[config.mk]
export PLATFORM = sky130hd
export DESIGN_NAME = mb_frame_parser_flat
export DESIGN_NICKNAME = d
export VERILOG_FILES = /design/src/core/mb_pkg.sv /design/src/core/mb_link_if.sv /design/src/core/mb_check_acc.sv /design/src/core/mb_frame_parser.sv /design/src/flat_wrapper.sv
export SDC_FILE = /design/constraint.sdc
export NUM_CORES = 1
export LEC_CHECK = 0
export BUFFER_PORTS_ARGS = -buffer_cell sky130_fd_sc_hd__buf_2
export CORE_MARGIN = 8
export CORE_UTILIZATION = 40
export CTS_BUF_LIST = sky130_fd_sc_hd__clkbuf_4 sky130_fd_sc_hd__clkbuf_8
export DETAILED_ROUTE_END_ITERATION = 16
export SKIP_CTS_REPAIR_TIMING = 1
export SYNTH_ARGS = -nofsm -noshare
export SYNTH_HDL_FRONTEND = slang
export SYNTH_SLANG_ARGS = --single-unit
[constraint.sdc]
create_clock -name mclk_i -period 10.7 [get_ports mclk_i]
set_input_delay 1.07 -clock mclk_i [delete_from_list [all_inputs] [get_ports mclk_i]]
set_output_delay 1.07 -clock mclk_i [all_outputs]
set_load 0.05 [all_outputs]
[src/core/mb_pkg.sv]
`default_nettype none
package mb_pkg;
	// ----------------------------------------
	// characters and check constants
	// ----------------------------------------
	localparam logic [7:0]  CH_COLON    = 8'h3A;
	localparam logic [7:0]  CH_CR       = 8'h0D;
	localparam logic [7:0]  CH_LF       = 8'h0A;
	localparam logic [7:0]  CH_ZERO     = 8'h30;
	localparam logic [7:0]  CH_NINE     = 8'h39;
	localparam logic [7:0]  CH_A        = 8'h41;
	localparam logic [7:0]  CH_F        = 8'h46;
	localparam logic [3:0]  NIB_TEN     = 4'hA;
	localparam logic [15:0] CRC_INIT    = 16'hFFFF;
	localparam logic [15:0] CRC_POLY    = 16'hA001;
	localparam logic [7:0]  ADDR_BCAST  = 8'h00;
	localparam logic [7:0]  ADDR_MAX    = 8'hFE;
	localparam logic [7:0]  BYTE_ZERO   = 8'h00;
	localparam logic [15:0] CRC_GOOD    = 16'h0000;

	// ----------------------------------------
	// function codes
	// ----------------------------------------
	localparam logic [7:0]  FC_RD_BITS     = 8'h01;
	localparam logic [7:0]  FC_RD_BITS_RO  = 8'h02;
	localparam logic [7:0]  FC_RD_WORDS    = 8'h03;
	localparam logic [7:0]  FC_RD_WORDS_RO = 8'h04;
	localparam logic [7:0]  FC_WR_BIT      = 8'h05;
	localparam logic [7:0]  FC_WR_WORD     = 8'h06;
	localparam logic [7:0]  FC_WR_BITS     = 8'h0F;
	localparam logic [7:0]  FC_WR_WORDS    = 8'h10;
	localparam logic [7:0]  FC_RW_WORDS    = 8'h17;

	// ----------------------------------------
	// frame store sizing
	// ----------------------------------------
	localparam int                ADR_W           = 6;
	localparam int                IDX_W           = 7;
	localparam logic [IDX_W-1:0]  MAX_BYTES       = 7'h40;
	localparam logic [IDX_W-1:0]  HDR_BYTES       = 7'h02;
	localparam logic [IDX_W-1:0]  ASCII_CHK_BYTES = 7'h01;
	localparam logic [IDX_W-1:0]  RTU_CHK_BYTES   = 7'h02;
	localparam logic [IDX_W-1:0]  IDX_ADDR        = 7'h00;
	localparam logic [IDX_W-1:0]  IDX_FUNC        = 7'h01;
	localparam logic [IDX_W-1:0]  ONE_BYTE        = 7'h01;

	// ----------------------------------------
	// timing
	// ----------------------------------------
	localparam int CLK_HZ      = 200_000_000;
	localparam int MS_PER_S    = 1000;
	localparam int CYC_PER_MS  = CLK_HZ / MS_PER_S;
	localparam int TMO_300_MS  = 40;
	localparam int TMO_600_MS  = 21;
	localparam int TMO_1200_MS = 10;
	localparam int TMO_2400_MS = 5;
	localparam int TMO_4800_MS = 3;
	localparam int TMO_9600_MS = 2;
	localparam int TMO_FAST_MS = 1;

	// ----------------------------------------
	// types
	// ----------------------------------------
	typedef enum logic {MODE_ASCII, MODE_RTU} mode_t;
	typedef enum logic [2:0] {BAUD_300, BAUD_600, BAUD_1200, BAUD_2400, BAUD_4800,
		BAUD_9600, BAUD_19200_UP} baud_t;
	typedef enum logic [3:0] {FN_RD_BITS, FN_RD_BITS_RO, FN_RD_WORDS, FN_RD_WORDS_RO,
		FN_WR_BIT, FN_WR_WORD, FN_WR_BITS, FN_WR_WORDS, FN_RW_WORDS, FN_OTHER} func_class_t;

	// ----------------------------------------
	// helpers
	// ----------------------------------------
	function automatic logic [7:0] hex_char(input logic [3:0] n);
		return (n < NIB_TEN) ? CH_ZERO + {4'h0, n} : CH_A + {4'h0, n - NIB_TEN}; // [RULE3]
	endfunction

	function automatic logic is_hex(input logic [7:0] c);
		return (c >= CH_ZERO && c <= CH_NINE) || (c >= CH_A && c <= CH_F); // [RULE3]
	endfunction

	function automatic logic [3:0] hex_val(input logic [7:0] c);
		logic [7:0] d;
		d = (c <= CH_NINE) ? c - CH_ZERO : c - CH_A;
		return (c <= CH_NINE) ? d[3:0] : d[3:0] + NIB_TEN;
	endfunction

	function automatic logic [15:0] crc_step(input logic [15:0] crc, input logic [7:0] b);
		logic [15:0] c;
		c = crc ^ {8'h00, b}; // [RULE19]
		for (int i = 0; i < 8; i++) begin
			c = c[0] ? (c >> 1) ^ CRC_POLY : (c >> 1); // [RULE19]
		end
		return c;
	endfunction

	function automatic logic [7:0] lrc_of(input logic [7:0] sum);
		return ~sum + 8'h01; // [RULE7]
	endfunction

	function automatic int tmo_ms(input baud_t b);
		case (b) // [RULE16]
			BAUD_300:  return TMO_300_MS;
			BAUD_600:  return TMO_600_MS;
			BAUD_1200: return TMO_1200_MS;
			BAUD_2400: return TMO_2400_MS;
			BAUD_4800: return TMO_4800_MS;
			BAUD_9600: return TMO_9600_MS;
			default:   return TMO_FAST_MS;
		endcase
	endfunction

	function automatic func_class_t func_class(input logic [7:0] f);
		case (f)
			FC_RD_BITS:     return FN_RD_BITS;     // [RULE11]
			FC_RD_BITS_RO:  return FN_RD_BITS_RO;  // [RULE11]
			FC_RD_WORDS:    return FN_RD_WORDS;    // [RULE11] [RULE17]
			FC_RD_WORDS_RO: return FN_RD_WORDS_RO; // [RULE11]
			FC_WR_BIT:      return FN_WR_BIT;      // [RULE12]
			FC_WR_WORD:     return FN_WR_WORD;     // [RULE12] [RULE18]
			FC_WR_BITS:     return FN_WR_BITS;     // [RULE12]
			FC_WR_WORDS:    return FN_WR_WORDS;    // [RULE12] [RULE20]
			FC_RW_WORDS:    return FN_RW_WORDS;    // [RULE13]
			default:        return FN_OTHER;
		endcase
	endfunction
endpackage
`default_nettype wire

[src/core/mb_link_if.sv]
`timescale 1ns/1ps
`default_nettype none
// ----------------------------------------
// byte stream from frame builder to parser
// ----------------------------------------
interface mb_link_if;
	logic [7:0] byte_data;
	logic       byte_valid;
	logic       byte_ready;

	modport host (output byte_data, output byte_valid, input byte_ready);
	modport dev  (input byte_data, input byte_valid, output byte_ready);
endinterface
`default_nettype wire

[src/core/mb_check_acc.sv]
`timescale 1ns/1ps
`default_nettype none
module mb_check_acc (
	// clock and reset
	input  wire logic        mclk_i,
	input  wire logic        rst_i,
	// byte feed
	input  wire logic        clr_i,
	input  wire logic        en_i,
	input  wire logic [7:0]  byte_i,
	// running checks
	output logic      [7:0]  sum_o,
	output logic      [15:0] crc_o
);
	import mb_pkg::*;

	logic [7:0]  sum_base;
	logic [15:0] crc_base;

	// clear and feed may share a cycle: the byte lands on a fresh check
	assign sum_base = clr_i ? BYTE_ZERO : sum_o;
	assign crc_base = clr_i ? CRC_INIT : crc_o;

	always_ff @(posedge mclk_i or posedge rst_i) begin
		if (rst_i) begin
			sum_o <= BYTE_ZERO;
			crc_o <= CRC_INIT;
		end else begin
			sum_o <= en_i ? sum_base + byte_i : sum_base; // [RULE7]
			crc_o <= en_i ? crc_step(crc_base, byte_i) : crc_base; // [RULE19]
		end
	end
endmodule
`default_nettype wire

[src/core/mb_frame_parser.sv]
// Contract
// [RULE1] ascii frame opens with colon 3A
// [RULE2] ascii byte is two hex chars, high first
// [RULE3] hex chars 30-39 and upper-case 41-46
// [RULE4] address is one byte, two chars
// [RULE5] function byte follows address, two chars
// [RULE6] n data bytes give 2n chars
// [RULE7] lrc is negated byte sum
// [RULE8] ascii frame ends with CR then LF
// [RULE9] address 00 is broadcast, always accepted
// [RULE10] station addresses run 1 to 254
// [RULE11] codes 01-04 decode as reads
// [RULE12] codes 05 06 0F 10 decode as writes
// [RULE13] code 17 decodes as read-write words
// [RULE14] rtu address and function are raw bytes
// [RULE15] rtu crc sent low byte then high
// [RULE16] rtu silence timeout set by baud rate
// [RULE17] rtu code 03 reads consecutive registers
// [RULE18] rtu code 06 writes one register
// [RULE19] crc from FFFF, shift right, poly A001
// [RULE20] rtu code 10 writes consecutive registers
// [RULE21] rtu idle gap ends the frame
// [RULE22] bad check discards frame, flags error
// [RULE23] foreign address frames are ignored
`timescale 1ns/1ps
`default_nettype none
module mb_frame_parser #(
	parameter int MS_CYCLES = mb_pkg::CYC_PER_MS
) (
	// clock and reset
	input  wire logic                     mclk_i,
	input  wire logic                     rst_i,
	// configuration
	input  wire mb_pkg::mode_t            mode_i,
	input  wire mb_pkg::baud_t            baud_i,
	input  wire logic [7:0]               own_addr_i,
	// link
	mb_link_if.dev                        lnk,
	// frame result
	output logic                          frame_valid_o,
	output logic                          bcast_o,
	output logic      [7:0]               addr_o,
	output logic      [7:0]               func_o,
	output mb_pkg::func_class_t           class_o,
	output logic      [mb_pkg::IDX_W-1:0] len_o,
	// payload read
	input  wire logic [mb_pkg::ADR_W-1:0] rd_idx_i,
	output logic      [7:0]               rd_data_o,
	// errors
	output logic                          err_check_o,
	output logic                          err_format_o
);
	import mb_pkg::*;

	// ----------------------------------------
	// state
	// ----------------------------------------
	typedef enum logic [2:0] {ST_HUNT, ST_HI, ST_LO, ST_LF, ST_RUN} rx_state_t;

	rx_state_t        st_reg;
	rx_state_t        st_next;
	logic [7:0]       mem [MAX_BYTES];
	logic [IDX_W-1:0] cnt_reg;
	logic [IDX_W-1:0] wr_idx;
	logic [3:0]       nib_reg;
	logic             ovf_reg;
	logic [7:0]       addr_reg;
	logic [7:0]       func_reg;
	logic [31:0]      gap_reg;
	logic [31:0]      tmo_cyc;
	logic [7:0]       ch;
	logic [7:0]       sum;
	logic [15:0]      crc;
	logic             is_ascii;
	logic             take;
	logic             start;
	logic             store;
	logic [7:0]       store_byte;
	logic             finish;
	logic             fmt_err;
	logic             gap_hit;
	logic             len_ok;
	logic             chk_ok;
	logic             addr_ok;
	logic [IDX_W-1:0] chk_n;

	// parser never stalls; each byte is settled in the cycle it arrives
	assign lnk.byte_ready = 1'b1;
	assign take           = lnk.byte_valid & lnk.byte_ready;
	assign ch             = lnk.byte_data;
	assign is_ascii       = (mode_i == MODE_ASCII);
	assign tmo_cyc        = 32'(tmo_ms(baud_i) * MS_CYCLES); // [RULE16]
	assign gap_hit        = (st_reg == ST_RUN) && (gap_reg >= tmo_cyc); // [RULE21]
	assign wr_idx         = start ? IDX_ADDR : cnt_reg;

	// ----------------------------------------
	// check accumulator
	// ----------------------------------------
	mb_check_acc i_mb_check_acc (
		.mclk_i (mclk_i),
		.rst_i  (rst_i),
		.clr_i  (start),
		.en_i   (store),
		.byte_i (store_byte),
		.sum_o  (sum),
		.crc_o  (crc)
	);

	// ----------------------------------------
	// character and byte decode
	// ----------------------------------------
	always_comb begin
		st_next    = st_reg;
		start      = 1'b0;
		store      = 1'b0;
		store_byte = ch;
		finish     = 1'b0;
		fmt_err    = 1'b0;
		if (is_ascii) begin
			if (take) begin
				if (ch == CH_COLON) begin // [RULE1]
					start   = 1'b1;
					st_next = ST_HI;
				end else begin
					case (st_reg)
						ST_HI: begin
							if (is_hex(ch)) begin // [RULE2] [RULE3]
								st_next = ST_LO;
							end else if (ch == CH_CR) begin // [RULE8]
								st_next = ST_LF;
							end else begin
								fmt_err = 1'b1;
								st_next = ST_HUNT;
							end
						end
						ST_LO: begin
							if (is_hex(ch)) begin
								store      = 1'b1;
								store_byte = {nib_reg, hex_val(ch)}; // [RULE2] [RULE4] [RULE5] [RULE6]
								st_next    = ST_HI;
							end else begin
								fmt_err = 1'b1;
								st_next = ST_HUNT;
							end
						end
						ST_LF: begin
							finish  = (ch == CH_LF); // [RULE8]
							fmt_err = (ch != CH_LF);
							st_next = ST_HUNT;
						end
						default: st_next = ST_HUNT;
					endcase
				end
			end
		end else begin
			if (take) begin
				store   = 1'b1; // [RULE14]
				start   = (st_reg != ST_RUN);
				st_next = ST_RUN;
			end else if (gap_hit) begin
				finish  = 1'b1; // [RULE21]
				st_next = ST_HUNT;
			end else if (st_reg != ST_RUN) begin
				st_next = ST_HUNT;
			end
		end
	end

	// ----------------------------------------
	// frame verdict
	// ----------------------------------------
	assign chk_n   = is_ascii ? ASCII_CHK_BYTES : RTU_CHK_BYTES;
	assign len_ok  = !ovf_reg && (cnt_reg >= HDR_BYTES + chk_n);
	// sum over check byte nets zero; crc over trailing low/high bytes leaves zero
	assign chk_ok  = is_ascii ? (sum == BYTE_ZERO) : (crc == CRC_GOOD); // [RULE7] [RULE15] [RULE19]
	assign addr_ok = (addr_reg == ADDR_BCAST) || // [RULE9]
		((addr_reg == own_addr_i) && (own_addr_i <= ADDR_MAX)); // [RULE10] [RULE23]

	// ----------------------------------------
	// state and capture
	// ----------------------------------------
	always_ff @(posedge mclk_i or posedge rst_i) begin
		if (rst_i) begin
			st_reg <= ST_HUNT;
		end else begin
			st_reg <= st_next;
		end
	end

	always_ff @(posedge mclk_i or posedge rst_i) begin
		if (rst_i) begin
			nib_reg <= 4'h0;
		end else if (take && st_reg == ST_HI && is_hex(ch)) begin
			nib_reg <= hex_val(ch); // [RULE2]
		end
	end

	always_ff @(posedge mclk_i or posedge rst_i) begin
		if (rst_i) begin
			cnt_reg  <= IDX_ADDR;
			ovf_reg  <= 1'b0;
			addr_reg <= BYTE_ZERO;
			func_reg <= BYTE_ZERO;
		end else begin
			if (start) begin
				cnt_reg <= IDX_ADDR;
				ovf_reg <= 1'b0;
			end
			if (store) begin
				if (wr_idx < MAX_BYTES) begin
					cnt_reg <= wr_idx + ONE_BYTE;
				end else begin
					ovf_reg <= 1'b1;
				end
				if (wr_idx == IDX_ADDR) begin
					addr_reg <= store_byte; // [RULE4] [RULE14]
				end
				if (wr_idx == IDX_FUNC) begin
					func_reg <= store_byte; // [RULE5] [RULE14]
				end
			end
		end
	end

	// no reset on the frame store: it is only read inside a counted frame
	always_ff @(posedge mclk_i) begin
		if (store && wr_idx < MAX_BYTES) begin
			mem[wr_idx[ADR_W-1:0]] <= store_byte;
		end
	end

	// ----------------------------------------
	// silence timer
	// ----------------------------------------
	always_ff @(posedge mclk_i or posedge rst_i) begin
		if (rst_i) begin
			gap_reg <= '0;
		end else if (take || st_reg != ST_RUN) begin
			gap_reg <= '0; // [RULE21]
		end else if (!gap_hit) begin
			gap_reg <= gap_reg + 32'h0000_0001;
		end
	end

	// ----------------------------------------
	// results
	// ----------------------------------------
	always_ff @(posedge mclk_i or posedge rst_i) begin
		if (rst_i) begin
			frame_valid_o <= 1'b0;
			err_check_o   <= 1'b0;
			err_format_o  <= 1'b0;
		end else begin
			frame_valid_o <= finish && len_ok && chk_ok && addr_ok; // [RULE22] [RULE23]
			err_check_o   <= finish && len_ok && !chk_ok; // [RULE22]
			err_format_o  <= fmt_err || (finish && !len_ok);
		end
	end

	always_ff @(posedge mclk_i or posedge rst_i) begin
		if (rst_i) begin
			bcast_o <= 1'b0;
			addr_o  <= BYTE_ZERO;
			func_o  <= BYTE_ZERO;
			class_o <= FN_OTHER;
			len_o   <= IDX_ADDR;
		end else if (finish && len_ok && chk_ok && addr_ok) begin
			bcast_o <= (addr_reg == ADDR_BCAST); // [RULE9]
			addr_o  <= addr_reg;
			func_o  <= func_reg;
			class_o <= func_class(func_reg); // [RULE11] [RULE12] [RULE13] [RULE17] [RULE18] [RULE20]
			len_o   <= cnt_reg - HDR_BYTES - chk_n; // [RULE6]
		end
	end

	// payload read; a following frame overwrites the store, so read before it arrives
	always_ff @(posedge mclk_i or posedge rst_i) begin
		if (rst_i) begin
			rd_data_o <= BYTE_ZERO;
		end else begin
			rd_data_o <= mem[rd_idx_i + HDR_BYTES[ADR_W-1:0]];
		end
	end
endmodule
`default_nettype wire

[src/flat_wrapper.sv]
// flat-port wrapper written by rule: the top's interface ports become plain ports
module mb_frame_parser_flat import mb_pkg::*;
#(
	parameter int MS_CYCLES = mb_pkg::CYC_PER_MS
)
  (mclk_i, rst_i, mode_i, baud_i, own_addr_i, frame_valid_o, bcast_o, addr_o, func_o, class_o, len_o, rd_idx_i, rd_data_o, err_check_o, err_format_o, lnk_byte_data, lnk_byte_valid, lnk_byte_ready);
  mb_link_if lnk_i ();
  input  wire logic mclk_i;
  input  wire logic rst_i;
  input  wire mb_pkg::mode_t mode_i;
  input  wire mb_pkg::baud_t baud_i;
  input  wire logic [7:0] own_addr_i;
  output logic frame_valid_o;
  output logic bcast_o;
  output logic      [7:0] addr_o;
  output logic      [7:0] func_o;
  output mb_pkg::func_class_t class_o;
  output logic      [mb_pkg::IDX_W-1:0] len_o;
  input  wire logic [mb_pkg::ADR_W-1:0] rd_idx_i;
  output logic      [7:0] rd_data_o;
  output logic err_check_o;
  output logic err_format_o;
  input wire logic [$bits(lnk_i.byte_data)-1:0] lnk_byte_data;
  input wire logic [$bits(lnk_i.byte_valid)-1:0] lnk_byte_valid;
  output wire logic [$bits(lnk_i.byte_ready)-1:0] lnk_byte_ready;
  assign lnk_i.byte_data = lnk_byte_data;
  assign lnk_i.byte_valid = lnk_byte_valid;
  assign lnk_byte_ready = lnk_i.byte_ready;
  mb_frame_parser #(.MS_CYCLES(MS_CYCLES)) u_core (.mclk_i(mclk_i), .rst_i(rst_i), .mode_i(mode_i), .baud_i(baud_i), .own_addr_i(own_addr_i), .lnk(lnk_i), .frame_valid_o(frame_valid_o), .bcast_o(bcast_o), .addr_o(addr_o), .func_o(func_o), .class_o(class_o), .len_o(len_o), .rd_idx_i(rd_idx_i), .rd_data_o(rd_data_o), .err_check_o(err_check_o), .err_format_o(err_format_o));
endmodule
* Word-level counts from Yosys, hierarchy flattened
Memory sizes are Yosys's and may differ from the RTL's. A register that Yosys moved wholly into a read port is not among the register bits.
Cells that the tools add are included.
** Storage, ports and cells
- Register bits after elaboration :: 118
- Bits in latches :: 0
- Bits in writable memories :: 512
- Bits in read-only memories :: 128
- Input port bits :: 29
- Output and inout bits :: 40
- Logic and storage cells :: 161
- Memories :: 2
** Operators by class
- $add $sub $neg :: 10
- $mul :: 1
- Divide/modulo/power cells :: 0
- $lt $le $gt $ge :: 8
- Equal/unequal tests :: 17
- Shift operators :: 0
- Mux-type cells :: 66
- Bitwise operators :: 9
- Reduce and logical (&&, ||, !) cells :: 31
** Memory list
- u_core.mem :: depth 64, width 8, rd ports 1, clocked after Yosys merged registers in 1, write ports 1, line mb_frame_parser.sv:62 : logic [7:0] mem [MAX_BYTES];
- (name not given) :: depth 32, width 4, rd ports 1, clocked after Yosys merged registers in 0, write ports 0, line mb_pkg.sv:113 : case (f)
** Operator list (count)
- $mux W16 :: 10
- $mux W32 :: 2
- $mux W8 :: 7
- $pmux W6 S6 :: 1
- $add A32 B1 Y32 const B :: 1
- $ge A32 B32 Y1 :: 1
- $mux W1 :: 29
- $not A2 Y3 :: 8
- $mux W3 :: 7
- $mux W7 :: 3
- $mul A6 B12 Y18 const B :: 1
- $eq A8 B4 Y1 const B :: 2
- $logic_not A16 Y1 :: 1
- $logic_not A8 Y1 :: 2
- $xor A16 B8 Y16 :: 1
- $logic_and A1 B1 Y1 :: 13
- $eq A3 B2 Y1 const B :: 4
- $mux W4 :: 3
- $eq A3 B3 Y1 const B :: 3
- $add A8 B8 Y8 :: 1
- $eq A8 B6 Y1 const B :: 1
- $eq A8 B8 Y1 :: 1
- $ge A8 B6 Y1 const B :: 1
- $ge A8 B7 Y1 const B :: 1
- 27 further kinds :: 38

* Depth between registers and ports, before layout
Gate-level depths: netlist (run 1).
- Depth in word-level cells :: 27
- Gate-level depth with buffers :: 31
- Depth with buffers taken out :: 28

* By module
A second synthesis (run 1) with hierarchy kept.
** Second synthesis, totals
- Cell total of the unflattened synthesis :: 1687
- Area total of the unflattened synthesis :: 28403.5 sq um
** Modules (own cells, without submodules)
- mb_frame_parser :: instances 1, cells each 1518, area an instance 26751.9 sq um, sequential area each 17929.7 sq um
- mb_check_acc :: instances 1, cells each 169, area an instance 1651.6 sq um, sequential area each 620.6 sq um

* Least setup slack after synthesis (run 1)
No wires, ideal clock.
- Kind :: input port to flip-flop
- Start :: input port baud_i[0]
- End :: register u_core.addr_o[0]
- Data arrival time :: 7.683 ns
- Path slack :: 2.893 ns
- Stages on the path :: 30
- Path buffers :: 3
- Path through :: clkbuf_1 nor2_1 inv_1 nor2_1 a21oi_1 inv_1 ha_1 inv_1 fa_1 fa_1 inv_1 ha_1 a21oi_1 o21bai_1 a21oi_1 o21bai_1 a2111oi_0 o21ai_0 a21oi_1 nor2_1 xnor2_1 ha_1 nand4_1 a2111oi_0 a21oi_1 o32a_1 nor4b_1 clkbuf_1 clkbuf_1 mux2_2
** Between the ends
- Cells in the longest elaborated chain, start to end :: 11
- Elaborated cells on any way between the ends :: 16
- Classes of those cells :: mul: 1; order compare: 1; eq/ne: 5; mux: 4; reduce/logical: 5
** RTL lines
- from (decl) :: line flat_wrapper.sv:11 : input wire mb_pkg::baud_t baud_i;
- $eq A3 B3 Y1, or another cell as far along :: line mb_pkg.sv:101 : case (b)
- $pmux W6 S6 * :: line mb_pkg.sv:101
- $mul A6 B12 Y18 * :: line mb_frame_parser.sv:92 : assign tmo_cyc = 32'(tmo_ms(baud_i) * MS_CYCLES);
- $ge A32 B32 Y1 * :: line mb_frame_parser.sv:93 : assign gap_hit = (st_reg == ST_RUN) && (gap_reg >= tmo_cyc);
- $logic_and A1 B1 Y1 * :: line mb_frame_parser.sv:93
- $mux W1 * :: line mb_frame_parser.sv:160 : end else if (gap_hit) begin
- $mux W1 * :: line mb_frame_parser.sv:156 : if (take) begin
- $mux W1 * :: line mb_frame_parser.sv:119 : if (is_ascii) begin
- $logic_and A1 B1 Y1 * (3 in a row) :: line mb_frame_parser.sv:267 : end else if (finish && len_ok && chk_ok && addr_ok) begin
- to (signal assigned) :: line mb_frame_parser.sv:269 : addr_o <= addr_reg;
- to (decl) :: line mb_frame_parser.sv:42 : output logic [7:0] addr_o,
Every way passes the cells marked *; elsewhere a longest branch is shown, timed or not.
A chain may end at the register's enable or synchronous reset.

* Worst setup path in the final report (run 1)
- Start :: input port baud_i[0]
- End :: register u_core.addr_o[2]
Same word-level chain as after synthesis.

==> results_dict.tcl, run 1 <==
set metrics [dict create \
    io_pins 69 \
    power_w 0.005569 \
    slowest_delay_ns 0.77 \
    layout.cells.non_filler 2818 \
    gp_congestion 0.8022 \
    yosysTopAreaCell "edfxtp_1" \
    synth_edf_count 512 \
    reg2reg_from "u_core.st_reg[0]$_DFFE_PP0P_" \
    hold_class "in -> async" \
    firstDrtPassIters 5 \
    wirelength_microns 61180 \
    crit_start "baud_i[0]" \
    outcome "finished, final reports clean" \
    p_per_area_nw_per_um2 177.4 \
    fin_crit_ns 7.690 \
    syn_to_final_growth_pct 12.49 \
    crit_path_top_delay_cell "a2111oi_0" \
    core_area_sq_um 69540 \
    largest_reg_flops 512 \
    rr_endpoint "u_core.i_mb_check_acc.sum_o[7]$_DFF_PP0_" \
    synth_area_per_cell_sq_um 16.69 \
    portBuffers 67 \
    die_h_microns 280.1 \
    cts_made_buffers 100 \
    rows 97 \
    ys_types 69 \
    h-tree-depth 3 \
    start_util 0.4012 \
    syn_nets 1785 \
    drv_cap 0 \
    dp_hpwl_microns 38430 \
    clk_pin_slew_worst_paths_ns 0.06 \
    r2r_setup_slack_ns 6.14 \
    ys_seq_elements 638 \
    peakVddDrop_uv 116.3 \
    dieWidth_microns 280.1 \
    setup_violations 0 \
    crit_fanout 28 \
    hold_viol 0 \
    start_kind "primary input" \
    drt-initial-drc-count 1063 \
    cts.sinks 638 \
    place_area_sq_um 29410 \
    grt_pass1_vias 15840 \
    grt_overflow 0 \
    cts_tree "done" \
    setup_tns_ns 0 \
    slew_headroom 0.3348 \
    worst-path-buf-inv 6 \
    endpoint_kind "flip-flop" \
    rsz0062_at_grt "no" \
    cts_max_path_buffers 3 \
    syn_inst 1672 \
    drc_errors 0 \
    synthArstFlopShare 0.1975 \
    yosys.area.top_type_share 0.5510 \
    leakagePower_nw 11.24 \
    grt_max_degree 74 \
    vias_per_cell 5.358 \
    routedWlPerCell_microns 21.71 \
    dp_cells 2633 \
    synth_area_leaders "edfxtp_1 55%, mux4_2 14%, dfrtp_1 9.7%" \
    tightest_slew_ns 0.9979 \
    crit_family "compound AO/OA/AOI/OAI gates" \
    die-area_sq_um 78460 \
    slew_violations 0 \
    finalCritPeriodShare 0.7187 \
    grt_usage 0.1571 \
    r2r_cells 18 \
    max_freq_mhz 130.0 \
    yosys_most_used_dff "edfxtp_1" \
    design_area_sq_um 31390 \
    antenna_found_initial 1 \
    finClkSkew_ns 0.04886 \
    worstPathRequired_ns 11.25 \
    finalNetCount 1908 \
    drive_gt1_frac 0.2469 \
    netlist_area_sq_um 27900 \
    arrival_ns 8.24 \
    drt.antenna.violating_nets 0 \
    root_buffer "clkbuf_8" \
    clock_latency_ns 0.71 \
    vias 15100 \
    grt_pass1_wl_microns 95560 \
    fill_cells 5951 \
    crit_type "in -> reg" \
    synth_warnings 0 \
    synth.yosys.seq_area_share 0.6648 \
    crit_top_cell "a21oi_1" \
]
-- cell families after synthesis --
| kind of cell | synth area share |
|---|---|
| AO/OA/AOI/OAI | 0.03709 |
| adder cells (fa/ha/maj) | 0.03928 |
| XOR/XNOR | 0.02740 |
| AND/OR/NAND/NOR | 0.06054 |
| flip-flops | 0.6648 |
| buffers and inverters | 0.01807 |
| multiplexers | 0.1526 |
| other | 0.0001344 |
-- synthesized netlist by cell type (all sizes together) (40+ instances only) --
master and n:
edfxtp 512, mux4 168, nor2 149, dfrtp 108
ha 78, nand2 68, inv 62, clkbuf 53
a21oi 47, xor2 46, o21ai 41, nand3 40
-- stage by stage --
stage	utilization	setup WS [ns]	hold WS, ns
floorplan	-	2.893	0.4437
global placement	0.4229	2.515	0.4637
detailed placement	0.4229	2.325	0.4676
CTS	0.4512	3.056	0.4082
global route	0.4513	2.442	0.4501
finish	0.4513	3.010	0.4408
-- worst reg2reg max path: stages (launching register included) --
cell      delay (ns)
dfrtp_1         0.43
nand2b_1        0.21
nor3_1          0.32
o21ai_2         0.31
nor3b_1         0.54
mux2i_1         0.14
buf_4           0.20
inv_2           0.05
buf_4           0.56
ha_1            0.36
a21o_1          0.18
a21oi_1         0.21
o21bai_1        0.10
a21oi_1         0.23
o21bai_1        0.10
a21oi_1         0.17
xnor2_1         0.13
nor2_1          0.07
xnor2_1         0.13
-- power breakdown --
group,total (W),internal (W),switching [W],leakage [nW]
logic,0.000694,0.000295,0.000399,3.97
clock network,0.00202,0.00106,0.000956,1.04
registers,0.00286,0.00277,0.0000814,6.22
-- worst max path at each step --
stage / to / slack [ns] / depth (start not counted)
floorplan: u_core.addr_o[0]$_DFFE_PP0P_ / 2.89 / 30
global placement: u_core.len_o[6]$_DFFE_PP0P_ / 2.51 / 29
detailed placement: u_core.func_o[4]$_DFFE_PP0P_ / 2.33 / 29
CTS: u_core.addr_o[2]$_DFFE_PP0P_ / 3.06 / 29
global route: u_core.addr_o[0]$_DFFE_PP0P_ / 2.44 / 29
finish: u_core.addr_o[2]$_DFFE_PP0P_ / 3.01 / 29
-- layer usage --
layer / global-route usage / wire length, microns / part of all wire / vias up
li1: - / - / - / 6768
met1: 0.2223 / 27830 / 0.45 / 7820
met2: 0.2483 / 28950 / 0.47 / 420
met3: 0.02644 / 3112 / 0.051 / 90
met4: 0.04814 / 1280 / 0.021 / 0
met5: 0 / 0 / 0 / -
-- layout make-up --
cell class	instances	area, sq um	share of cell area
sequential	638	18550	0.5910
multi-input combinational	901	8909	0.2838
clock buffer	132	1648	0.05250
tap	940	1176	0.03747
timing repair buffer	92	534.3	0.01702
clock inverter	50	325.3	0.01036
inverter	62	237.7	0.007574
antenna	3	7.507	0.0002392
-- placed cells by master (no fill, tap or decap), drive strengths merged, types with 4 or more instances in the layout --
cell type,count
ha,78
and2,19
nor2,149
nand2b,6
xor2,46
clkbuf,133
a2111oi,7
dfstp,18
nand2,68
a31oi,6
nand4,13
nor2b,5
o22ai,5
and3,12
inv,67
o21bai,7
nor3b,4
nor4,7
mux4,168
nor3,18
a211oi,6
buf,91
o21ai,41
dfrtp,108
or4,4
xnor2,35
edfxtp,512
mux2,36
clkinv,42
or3,4
nand3,40
a21o,10
o211ai,5
a21oi,47
mux2i,7
fa,6
Power figures use the tool's default switching activity.
==> run 2, diff against run 1 <==
clock period = 7.5 ns   (was 10.7 ns; I/O delays follow)
==> run 2 against run 1 <==
Net effect:
- first-iteration DRC count is 9.7% higher
- worst setup slack worse by 2.2 ns
- cell area is 0.46% higher
- clock power is 50% higher
- cell count hardly changed
- sequential share of layout area is 0.27 points lower
- clock skew is 0.0066 ns higher
- wire length is 0.38% higher
- global-route usage hardly changed
- largest power group unchanged
- critical endpoint is now u_core.func_o[4]$_DFFE_PP0P_
- sequential power is 42% higher
==> results_dict.tcl, run 2 (synthesized netlist as in run 1, its figures left out) <==
set metrics [dict create \
    outcome "finished, final reports clean" \
    rows 97 \
    h-tree-depth 3 \
    largest_reg_flops 512 \
    critical_path_depth 30 \
    vias 15070 \
    io_pins 69 \
    root_buffer "clkbuf_8" \
    drt-initial-drc-count 1166 \
    rsz0062_at_grt "no" \
    rr_endpoint "u_core.i_mb_check_acc.sum_o[7]$_DFF_PP0_" \
    max_freq_mhz 148.6 \
    reg2reg_from "u_core.st_reg[0]$_DFFE_PP0P_" \
    crit_top_cell "a21oi_1" \
    fill_cells 6017 \
    hold_class "in -> async" \
    clk_pin_slew_worst_paths_ns 0.06 \
    dp_hpwl_microns 38490 \
    endpoint "u_core.func_o[4]$_DFFE_PP0P_" \
    routedWlPerCell_microns 21.81 \
    grt.met3_usage 0.02927 \
    met1_usage 0.2194 \
    antenna_found_initial 2 \
    grt_most_used_layer "met2" \
    mostFrequentLayoutCell "edfxtp_1" \
    worstPathRequired_ns 8.04 \
    vias_per_cell 5.352 \
    hold_viol 0 \
    start_util 0.4012 \
    crit_family "compound AO/OA/AOI/OAI gates" \
    grt_overflow 0 \
    portBuffers 67 \
    drive_gt1_frac 0.2555 \
    syn_to_final_growth_pct 13.01 \
    setup_tns_ns 0 \
    die-area_sq_um 78460 \
    cts_made_buffers 100 \
    die_h_microns 280.1 \
    grt_max_degree 73 \
    cts_tree "done" \
    drt.antenna.violating_nets 0 \
    cts.sinks 638 \
    fin_crit_ns 6.731 \
    core_area_sq_um 69540 \
    worst-path-buf-inv 7 \
    grt_pass1_vias 15550 \
    finalNetCount 1909 \
    grt_pass1_wl_microns 95050 \
    arrival_ns 7.27 \
    gp_congestion 0.8231 \
    r2r_setup_slack_ns 3.02 \
    timing.final.ws_setup_ns 0.7694 \
    tightest_slew_ns 1.079 \
    peakVddDrop_uv 150.6 \
    finalCritPeriodShare 0.8974 \
    slew_violations 0 \
    crit_path_top_delay_cell "fa_1" \
    crit_start "baud_i[0]" \
    crit_type "in -> reg" \
    slew_headroom 0.2809 \
    clock_latency_ns 0.70 \
    setup_violations 0 \
    dieWidth_microns 280.1 \
    leakagePower_nw 11.31 \
    p_per_area_nw_per_um2 256.8 \
    grt_usage 0.1566 \
    grt_use_met2 0.2503 \
    drv_cap 0 \
    slowest_delay_ns 0.54 \
    finClkSkew_ns 0.05544 \
    drc_errors 0 \
    dp_slack_ns 0.09924 \
    layout_common_cells "512 x edfxtp_1, 168 x mux4_2, 149 x nor2_1, 109 x clkbuf_8, 108 x dfrtp_1" \
    crit_fanout 28 \
    r2r_cells 18 \
    endpoint_kind "flip-flop" \
    wirelength_microns 61410 \
    start_kind "primary input" \
    cts_max_path_buffers 3 \
    firstDrtPassIters 7 \
]
[run 2: changes by cell type in the layout (fill, tap and decap cells not counted), moves of 2 or more]
cell,before,now
inv_16,2,0
clkinv_2,11,6
inv_6,3,1
clkbuf_8,106,109
clkbuf_4,27,41
diode_2,3,1
bufinv_16,2,4
clkinv_8,1,3
clkinv_1,30,14
[run 2: layer usage]
| layer | vias up | part of all wire |
|---|---|---|
| li1 | 6751 | - |
| met1 | 7834 | 0.45 |
| met2 | 407 | 0.48 |
| met3 | 79 | 0.052 |
| met4 | 0 | 0.019 |
| met5 | - | 0 |
[run 2: through the flow]
stage | power (W) | cell area, sq um | utilization | instances | hold slack [ns]
4_1_cts | 0.008188 | 31530 | 0.4534 | 2815 | 0.07622
6_report | 0.008097 | 31530 | 0.4534 | 2816 | 0.1004
2_1_floorplan | 0.004847 | 27900 | - | 1672 | 0.4437
3_5_place_dp | 0.005145 | 29430 | 0.4231 | 2634 | 0.4668
3_3_place_gp | 0.005121 | 29430 | 0.4231 | 2634 | 0.4619
5_1_grt | 0.008443 | 31530 | 0.4534 | 2816 | 0.1037
[run 2: report_power, final]
group | internal, W | switching (W)
registers | 0.00396 | 0.000115
clock network | 0.00168 | 0.00135
logic | 0.000422 | 0.000574
[run 2: worst min-delay path by stage]
stage / from / end / slack [ns] / depth (start not counted)
CTS: rst_i / u_core.frame_valid_o$_DFF_PP0_ / 0.08 / 2
detailed placement: u_core.gap_reg[25]$_DFFE_PP0P_ / u_core.gap_reg[25]$_DFFE_PP0P_ / 0.47 / 1
finish: rst_i / u_core.frame_valid_o$_DFF_PP0_ / 0.10 / 2
global route: rst_i / u_core.nib_reg[1]$_DFFE_PP0P_ / 0.10 / 2
floorplan: u_core.gap_reg[25]$_DFFE_PP0P_ / u_core.gap_reg[25]$_DFFE_PP0P_ / 0.44 / 1
global placement: u_core.gap_reg[25]$_DFFE_PP0P_ / u_core.gap_reg[25]$_DFFE_PP0P_ / 0.46 / 1
[run 2: final cells by class]
class                      count  area, sq um  share of cell area
sequential                   638        18550              0.5883
multi-input combinational    901         8909              0.2825
clock buffer                 149         1794             0.05690
tap                          940         1176             0.03730
timing repair buffer          93        554.3             0.01758
clock inverter                32        307.8            0.009762
inverter                      62        237.7            0.007539
antenna                        1        2.502          0.00007936
[run 2: worst reg2reg max path: stages, from the launching register on]
cell and delay, ns:
dfrtp_1 0.42, nand2b_1 0.20, nor3_1 0.31, o21ai_2 0.30
nor3b_1 0.53, mux2i_1 0.14, buf_4 0.20, inv_2 0.05
buf_4 0.53, ha_1 0.35, a21o_1 0.18, a21oi_1 0.21
o21bai_1 0.10, a21oi_1 0.23, o21bai_1 0.09, a21oi_1 0.17
xnor2_1 0.14, nor2_1 0.07, xnor2_1 0.12
